**src/design/pwp_pkg.sv**
```systemverilog
// Constants, layouts and access decoding for the parameter write-protect bank
package pwp_pkg;

    // ==========================================
    // Widths and group codes
    localparam int          PARAM_W    = 16;
    localparam int          NUM_W      = 5;
    localparam int          GRP_W      = 3;
    localparam int          GRP_DEPTH  = 32;
    localparam int          N_EXT_GRP  = 4;
    localparam int          N_BASIC    = 10;
    localparam int          SLOT_W     = 4;

    localparam logic [GRP_W-1:0] GRP_BASIC   = 3'h0;
    localparam logic [GRP_W-1:0] GRP_GAIN    = 3'h1;
    localparam logic [GRP_W-1:0] GRP_EXT     = 3'h2;
    localparam logic [GRP_W-1:0] GRP_IO      = 3'h3;
    localparam logic [GRP_W-1:0] GRP_LINEAR  = 3'h4;

    // ==========================================
    // Write-protect levels
    localparam logic [PARAM_W-1:0] WP_BASIC     = 16'h0000;
    localparam logic [PARAM_W-1:0] WP_GAIN_EXT  = 16'h000B;
    localparam logic [PARAM_W-1:0] WP_IO        = 16'h000C;
    localparam logic [PARAM_W-1:0] WP_FULL      = 16'h000D;
    localparam logic [PARAM_W-1:0] WP_LOCK_BAS  = 16'h100B;
    localparam logic [PARAM_W-1:0] WP_LOCK_ALL  = 16'h100D;

    // ==========================================
    // Apply classes of a parameter
    localparam logic [1:0] CLS_NONE  = 2'h0;
    localparam logic [1:0] CLS_STAR  = 2'h1;
    localparam logic [1:0] CLS_DSTAR = 2'h2;

    // ==========================================
    // Basic group table, slot 9 first
    // Slots: 02 braking, 03 retention, 04 func a1, 08 tuning sel, 09 response,
    //        10 in-position, 14 direction, 15 enc pulses, 16 enc pulses two, 19 protect
    localparam logic [N_BASIC-1:0][NUM_W-1:0] BASIC_NUM = {
        5'h13, 5'h10, 5'h0F, 5'h0E, 5'h0A, 5'h09, 5'h08, 5'h04, 5'h03, 5'h02};
    localparam logic [N_BASIC-1:0][PARAM_W-1:0] BASIC_RST = {
        16'h000D, 16'h0000, 16'h0FA0, 16'h0000, 16'h0064,
        16'h000C, 16'h0001, 16'h0000, 16'h0000, 16'h0000};
    localparam logic [N_BASIC-1:0][1:0] BASIC_CLS = {
        CLS_STAR, CLS_STAR, CLS_STAR, CLS_STAR, CLS_NONE,
        CLS_NONE, CLS_NONE, CLS_STAR, CLS_STAR, CLS_DSTAR};
    localparam logic [SLOT_W-1:0] SLOT_WP     = 4'h9;
    localparam logic [SLOT_W-1:0] SLOT_RETAIN = 4'h1;
    localparam logic [SLOT_W-1:0] SLOT_BRAKE  = 4'h0;

    // ==========================================
    // Register bus request
    typedef struct packed {
        logic [GRP_W-1:0]   grp;
        logic [NUM_W-1:0]   num;
        logic [PARAM_W-1:0] wdata;
        logic               wr;
        logic               rd;
    } pwp_req_s;

    // Group readable under a level
    function automatic logic pwp_read_ok(input logic [PARAM_W-1:0] lvl, input logic [GRP_W-1:0] grp);
        case (lvl)
            WP_BASIC, WP_LOCK_BAS: pwp_read_ok = (grp == GRP_BASIC);
            WP_GAIN_EXT:           pwp_read_ok = (grp <= GRP_EXT);
            WP_IO:                 pwp_read_ok = (grp <= GRP_IO);
            WP_FULL, WP_LOCK_ALL:  pwp_read_ok = (grp <= GRP_LINEAR);
            default:               pwp_read_ok = 1'b0;
        endcase
    endfunction

    // Group writable under a level; locked levels pass only the protect setting
    function automatic logic pwp_write_ok(input logic [PARAM_W-1:0] lvl, input logic [GRP_W-1:0] grp,
                                          input logic is_wp);
        case (lvl)
            WP_LOCK_BAS, WP_LOCK_ALL: pwp_write_ok = is_wp;
            WP_BASIC, WP_GAIN_EXT, WP_IO, WP_FULL: pwp_write_ok = pwp_read_ok(lvl, grp);
            default:                  pwp_write_ok = is_wp;
        endcase
    endfunction

endpackage

```
**src/design/pwp_param_cell.sv**
```systemverilog
// One parameter: stored value plus the value in force
`timescale 1ns/1ns
module pwp_param_cell
    import pwp_pkg::*;
#(
    parameter logic [PARAM_W-1:0] RST_VAL = 16'h0000,
    parameter logic [1:0]         CLS     = CLS_NONE
)
(
    input  wire logic               clk,
    input  wire logic               rst_n,
    input  wire logic               wr_en,
    input  wire logic [PARAM_W-1:0] wr_data,
    input  wire logic               apply_ctrl,
    input  wire logic               apply_power,
    output logic      [PARAM_W-1:0] stored,
    output logic      [PARAM_W-1:0] active
);

    logic [PARAM_W-1:0] stored_q;
    logic [PARAM_W-1:0] stored_d;
    logic [PARAM_W-1:0] active_q;
    logic [PARAM_W-1:0] active_d;

    always_comb
    begin
        stored_d = wr_en ? wr_data : stored_q;
        case (CLS)
            CLS_NONE:  active_d = stored_d;
            CLS_STAR:  active_d = (apply_ctrl || apply_power) ? stored_q : active_q;
            CLS_DSTAR: active_d = apply_power ? stored_q : active_q;
            default:   active_d = active_q;
        endcase
    end

    always_ff @(posedge clk or negedge rst_n)
    begin
        if (!rst_n)
        begin
            stored_q <= RST_VAL;
            active_q <= RST_VAL;
        end
        else
        begin
            stored_q <= stored_d;
            active_q <= active_d;
        end
    end

    assign stored = stored_q;
    assign active = active_q;

endmodule // pwp_param_cell

```
**src/design/pwp_param_bank.sv**
```systemverilog
// Parameter store with group write protection and deferred apply
//
// The address-and-strobe port and the address map were left to the implementer.
`timescale 1ns/1ns
module pwp_param_bank
    import pwp_pkg::*;
(
    input  wire logic                                clk,
    input  wire logic                                rst_n,
    input  wire pwp_req_s                            bus_req,
    input  wire logic                                ctrl_reset_pin,
    input  wire logic                                power_cycle_pin,
    output logic      [PARAM_W-1:0]                  rd_data_q,
    output logic                                     access_refused_q,
    output logic      [PARAM_W-1:0]                  wp_level_q,
    output logic                                     apply_pending_q,
    output logic      [N_BASIC-1:0][PARAM_W-1:0]     basic_active
);

    // ==========================================
    // Pin synchronisers and apply pulses
    logic [2:0] ctrl_sync_q;
    logic [2:0] ctrl_sync_d;
    logic [2:0] pwr_sync_q;
    logic [2:0] pwr_sync_d;
    logic       apply_ctrl;
    logic       apply_power;

    always_comb
    begin
        ctrl_sync_d = {ctrl_sync_q[1:0], ctrl_reset_pin};
        pwr_sync_d  = {pwr_sync_q[1:0], power_cycle_pin};
    end

    always_ff @(posedge clk or negedge rst_n)
    begin
        if (!rst_n)
        begin
            ctrl_sync_q <= 3'h0;
            pwr_sync_q  <= 3'h0;
        end
        else
        begin
            ctrl_sync_q <= ctrl_sync_d;
            pwr_sync_q  <= pwr_sync_d;
        end
    end

    assign apply_ctrl  = ctrl_sync_q[1] & ~ctrl_sync_q[2];
    assign apply_power = pwr_sync_q[1] & ~pwr_sync_q[2];

    // ==========================================
    // Address decode
    function automatic logic [SLOT_W:0] basic_slot(input logic [NUM_W-1:0] num);
        basic_slot = {1'b0, 4'h0};
        for (int i = 0; i < N_BASIC; i++)
        begin
            if (BASIC_NUM[i] == num)
                basic_slot = {1'b1, SLOT_W'(i)};
        end
    endfunction

    logic [SLOT_W:0]    hit;
    logic               is_basic;
    logic               is_wp;
    logic               grp_valid;
    logic               rd_ok;
    logic               wr_ok;
    logic [PARAM_W-1:0] wp_active;

    always_comb
    begin
        hit       = basic_slot(bus_req.num);
        is_basic  = (bus_req.grp == GRP_BASIC);
        is_wp     = is_basic && hit[SLOT_W] && (hit[SLOT_W-1:0] == SLOT_WP);
        grp_valid = (bus_req.grp <= GRP_LINEAR) && (!is_basic || hit[SLOT_W]);
        // Access follows the level in force, never the one just written
        rd_ok = bus_req.rd && grp_valid && pwp_read_ok(wp_active, bus_req.grp);
        wr_ok = bus_req.wr && grp_valid && pwp_write_ok(wp_active, bus_req.grp, is_wp);
    end

    // ==========================================
    // Basic group cells
    logic [N_BASIC-1:0][PARAM_W-1:0] basic_stored;
    logic [N_BASIC-1:0]              cell_wr;

    generate
        for (genvar g = 0; g < N_BASIC; g++)
        begin : g_basic
            assign cell_wr[g] = wr_ok && is_basic && (hit[SLOT_W-1:0] == SLOT_W'(g));
            pwp_param_cell #(
                .RST_VAL (BASIC_RST[g]),
                .CLS     (BASIC_CLS[g])
            ) u_cell (
                .clk         (clk),
                .rst_n       (rst_n),
                .wr_en       (cell_wr[g]),
                .wr_data     (bus_req.wdata),
                .apply_ctrl  (apply_ctrl),
                .apply_power (apply_power),
                .stored      (basic_stored[g]),
                .active      (basic_active[g])
            );
        end
    endgenerate

    assign wp_active = basic_active[SLOT_WP];

    // ==========================================
    // Other groups: immediate-use words
    logic [PARAM_W-1:0] grp_mem [N_EXT_GRP][GRP_DEPTH];
    logic [1:0]         mem_grp;

    assign mem_grp = 2'(bus_req.grp - GRP_GAIN);

    always_ff @(posedge clk or negedge rst_n)
    begin
        if (!rst_n)
        begin
            for (int a = 0; a < N_EXT_GRP; a++)
                for (int b = 0; b < GRP_DEPTH; b++)
                    grp_mem[a][b] <= 16'h0000;
        end
        else if (wr_ok && !is_basic)
        begin
            grp_mem[mem_grp][bus_req.num] <= bus_req.wdata;
        end
    end

    // ==========================================
    // Read answer, refusal and status
    logic [PARAM_W-1:0] rd_data_d;
    logic               refused_d;
    logic               pending_d;

    always_comb
    begin
        rd_data_d = 16'h0000;
        if (rd_ok)
            rd_data_d = is_basic ? basic_stored[hit[SLOT_W-1:0]] : grp_mem[mem_grp][bus_req.num];
        refused_d = (bus_req.rd && !rd_ok) || (bus_req.wr && !wr_ok);
        pending_d = (basic_stored != basic_active);
    end

    always_ff @(posedge clk or negedge rst_n)
    begin
        if (!rst_n)
        begin
            rd_data_q        <= 16'h0000;
            access_refused_q <= 1'b0;
            wp_level_q       <= WP_FULL;
            apply_pending_q  <= 1'b0;
        end
        else
        begin
            rd_data_q        <= rd_data_d;
            access_refused_q <= refused_d;
            wp_level_q       <= wp_active;
            apply_pending_q  <= pending_d;
        end
    end

    logic first_q;

    always_ff @(posedge clk or negedge rst_n)
    begin
        if (!rst_n)
            first_q <= 1'b1;
        else
            first_q <= 1'b0;
    end

    // ==========================================
    // Further access and apply checks
    logic wp_locked;

    // Either locked level in force
    assign wp_locked = (wp_active == WP_LOCK_BAS) || (wp_active == WP_LOCK_ALL);
endmodule // pwp_param_bank

```
**config.mk**
```make
export PLATFORM = sky130hd
export DESIGN_NAME = pwp_param_bank
export DESIGN_NICKNAME = d
export VERILOG_FILES = /design/src/design/pwp_pkg.sv /design/src/design/pwp_param_cell.sv /design/src/design/pwp_param_bank.sv
export SDC_FILE = /design/constraint.sdc
export NUM_CORES = 2
export LEC_CHECK = 0
export BUFFER_PORTS_ARGS = -buffer_cell sky130_fd_sc_hd__buf_2
export CAP_MARGIN = 20
export CORE_MARGIN = 2
export CORE_UTILIZATION = 31
export CTS_CLUSTER_SIZE = 8
export DETAILED_ROUTE_END_ITERATION = 12
export PLACE_DENSITY_LB_ADDON = 0.25
export SLEW_MARGIN = 5
export SYNTH_ARGS = -nofsm -noshare
export SYNTH_HDL_FRONTEND = slang
export SYNTH_SLANG_ARGS = --single-unit
```
**constraint.sdc**
```tcl
create_clock -name clk -period 4.3 [get_ports clk]
set_clock_uncertainty 0.2 [all_clocks]
set_input_delay 0 -clock clk [delete_from_list [all_inputs] [get_ports clk]]
set_output_delay 0 -clock clk [all_outputs]
set_load 0.01 [all_outputs]
```
==> impl_results.md <==
- Status: finished with violations
- Failing checks: setup timing
- Number of global-route vias before repair: 68,922
- Syn Area/Cell: 15.7 um^2
- NetSw: 12,000 uW
- Row count: 218
- CP arrival: 4.90 ns
- FMAX: 0.227 GHz
- Cell Pwr Density: 390 mW/mm^2
- Final ANT Viol Nets: 0
- Period utilisation layout: 102%
- Syn. warnings: 0
- Register area share after synthesis: 53.7%
- Area growth syn-to-layout: 15.8%
- Vias per cell: 5.41
- DRT Pass-1 Iters: 6
- Drt total wl: 380 mm
- Sum Neg Setup Slack: -0.102 ns
- Filler cell count: 33,515
- Clock Latency Late Sink: 0.90 ns
- Leakage power total: 0.0626 uW
- Largest net degree at the start of global routing: 158
- Synth Cell Area: 0.110 mm^2
- Die width: 600 um
- Initial Util: 31.2%
- Synth Register Bits: 2,360
- Critical-path cell list: dlygate4sd3_1 > buf_8 > buf_4 > nand2b_2 > nor2_1 > a2111oi_1 > nand3_1 > nor2_1 > a221oi_1
- Int Pwr: 37,600 uW
- Fin. max-slew vios: 0
- Via count: 65,824
- Max FO, Critical Path: 35
- Drt wl/cell: 31.2 um
- Crit path top cell by count: nor2_1
- Cells after Synth: 7,014
- CTS tree: yes
- Port buffer count: 223
- Hold Fails Final Rpt: 0
- Mapped Nets: 7,048
- CTS Buf Count: 338
- Max Buffers Root-to-Sink: 4
- First-pass GRT wire length: 543 mm
- Critical Path Slowest Stage Cell: a2111oi_1
- Drc violations: 0
- CP peak stage delay: 1.18 ns
- Seq pwr share: 45.2%
- Layout cells sized above 1: 54.3%
- H-tree levels: 5
- Post-synth ARST share: 100%
- Initial antenna violation count: 22
- WS Path Type: primary input to flop
- Worst-path clk slew: 0.05 ns
- Critical Path RT: 4.80 ns
- Num Clock Sinks: 2,360
- Die height: 600 um
- Initial drt markers: 5,058
- Hold Path Class: primary input to flop
- Gr usage total: 21.0%
- Slew HR: 13.1%
- Post-synth EDFFs: 0
- Crit path capture type: flop
- Total grt overflow: 0
- Worst Path Buf+Inv: 3
- Clock power share: 48.6%
- Setup violators final: 1
- Final min period: 4.40 ns
- MaxCap Viol Count: 0
- Logic pwr share: 6.2%
- RSZ-0062 raised after global routing: false
- Root Buffer: clkbuf_16
- Num ports: 224
- Top Family by Delay on Critical Path: simple AND/OR/NAND/NOR gates
- Max VDD drop: 306 uV
- DIE AREA: 0.360 mm^2
- Switching power share of the total: 24.2%
- Seq. cell area: 0.0591 mm^2
- Final worst setup slack: -0.102 ns
- HPWL Detailed: 250 mm
- Cell variety after synth: 75
- Nets: 7,383
- Multi-input gate area: 0.0476 mm^2
- Final Core Density: 36.1%
- Core Area: 0.353 mm^2
- Worst slew pin tran: 1.30 ns
- Primary FF master, synth: dfrtp_1
- GP Congestion: 0.908
- Critical Path Start Type: primary input
-- cell families (layout without fill, tap and decap cells) --
logic type / count (synthesis) / after routing / synth area share [%]
other: 0 / 15 / 0
XOR/XNOR: 112 / 112 / 0.891
adder cells (fa/ha/maj): 4 / 4 / 0.0455
multiplexers: 2946 / 2946 / 36.9
AO/OA/AOI/OAI: 327 / 327 / 2.00
flip-flops: 2360 / 2360 / 53.7
AND/OR/NAND/NOR: 574 / 574 / 3.31
buffers and inverters: 691 / 1099 / 3.16
-- metal layers --
layer / up-vias / part of all wire [%] / routed length, um / GRT usage [%]
met2: 2153 / 46 / 175000 / 33.1
met3: 724 / 6.2 / 23700 / 4.04
met1: 36241 / 43 / 163000 / 28.2
met5: - / 0.025 / 96 / 0
li1: 26692 / - / - / -
met4: 14 / 4.7 / 17900 / 8.77
-- power groups by stage --
stage	logic [uW]	registers, uW	clock network, uW
after floorplan	1350	22800	0
after detailed placement	3080	22800	0
after global routing	3270	22400	25600
after CTS	3130	22400	24700
final	3100	22400	24100
after global placement	3060	22800	0
-- flip-flops by register name (all words and copies together) (netlist names) --
| name | flops |
|---|---|
| ctrl_sync_q | 3 |
| access_refused_q | 1 |
| apply_pending_q | 1 |
| rd_data_q | 16 |
| pwr_sync_q | 3 |
| g_basic.u_cell.active | 112 |
| wp_level_q | 16 |
| g_basic.u_cell.stored | 160 |
| grp_mem | 2048 |
-- stage by stage --
stage	power, uW	hold slack [ns]	cell area (um^2)	cells	setup slack, ns
2_1_floorplan	24100	-0.496	110000	7014	1.10
3_3_place_gp	25800	-0.112	118000	11695	-0.573
3_5_place_dp	25900	-0.111	118000	11696	-0.302
4_1_cts	50200	0.0533	127000	12147	0.0521
5_1_grt	51300	0.0749	127000	12155	0.153
6_report	49700	0.0859	127000	12167	-0.102
-- cell usage in the layout, fill, tap and decap left out, drive strengths merged, types with 14 or more instances in the layout --
master,instances
mux2,2334
dfrtp,2333
buf,642
mux4,536
clkbuf,398
nand3,153
nand2,136
nor2,92
xor2,87
mux2i,76
o22ai,75
a21oi,62
nor4,41
o21ai,38
nor3,38
dlygate4sd3,37
a22oi,28
dfstp,27
xnor2,25
nand4,24
inv,17
nor2b,16
diode,15
a31oi,15
o211ai,15
or3,14
-- worst register-to-register path, stage by stage, from the launching register on --
cell	delay, ns
dfrtp_1	0.38
mux4_2	0.46
mux2i_1	0.53
nor3_1	0.23
a2111oi_1	1.07
nand3_1	0.31
nor2_1	0.27
a221oi_1	0.17
-- Yosys cell counts, types with 6 or more instances --
cell type	n	share of area [%]
dfrtp_1	2333	53
mux2_2	1934	20
mux4_2	536	11
mux2_4	396	5.4
clkbuf_1	373	1.3
buf_2	160	0.73
nand2_1	136	0.46
nor2_1	89	0.30
xor2_1	87	0.69
buf_4	80	0.55
mux2i_1	76	0.69
o22ai_1	75	0.43
a21oi_1	62	0.28
nand3_1	57	0.26
nand3_2	56	0.51
nor4_1	41	0.23
buf_6	40	0.41
nand3_4	40	0.64
nor3_1	38	0.17
o21ai_0	37	0.17
a22oi_1	28	0.19
dfstp_2	27	0.64
buf_1	25	0.085
xnor2_1	25	0.20
nand4_1	24	0.14
nor2b_1	16	0.091
a31oi_1	15	0.085
o211ai_1	14	0.096
or3_1	14	0.080
a2111oi_0	13	0.10
and2_1	12	0.068
a32oi_1	11	0.088
nand2b_1	11	0.063
o2111ai_1	11	0.088
a211oi_1	10	0.068
a22o_1	8	0.064
or4_1	8	0.055
inv_1	7	0.024
a221oi_1	6	0.048
-- timing repair --
action	in CTS	in global routing
buffers inserted	0	3
endpoints found under the setup margin	0	3
resized for setup	0	1
endpoints found under the hold margin	3984	0
hold buffers	38	0
-- area by class of cell --
| class | count | share of cell area, % |
|---|---|---|
| repair buffers | 679 | 4.38 |
| clock inverters | 15 | 0.174 |
| inverters | 7 | 0.0206 |
| diodes | 15 | 0.0295 |
| clock buffers | 398 | 6.99 |
| multi-input cells | 3963 | 37.4 |
| flip-flops and latches | 2360 | 46.4 |
| well taps | 4730 | 4.64 |
-- worst paths after layout --
path,from,end,slack (ns),cells past startpoint
min reg2reg,pwr_sync_q[0],pwr_sync_q[1],0.15,0
min,bus_req[4],g_basic[5].u_cell.stored[2],0.09,3
min in group asynchronous,rst_n,grp_mem[366],0.34,4
max,bus_req[19],rd_data_q[14],-0.10,9
max reg2reg,grp_mem[1758],rd_data_q[14],0.47,7
max in group asynchronous,rst_n,grp_mem[1183],2.05,6
No activity file was read; power rests on OpenSTA's default activity.
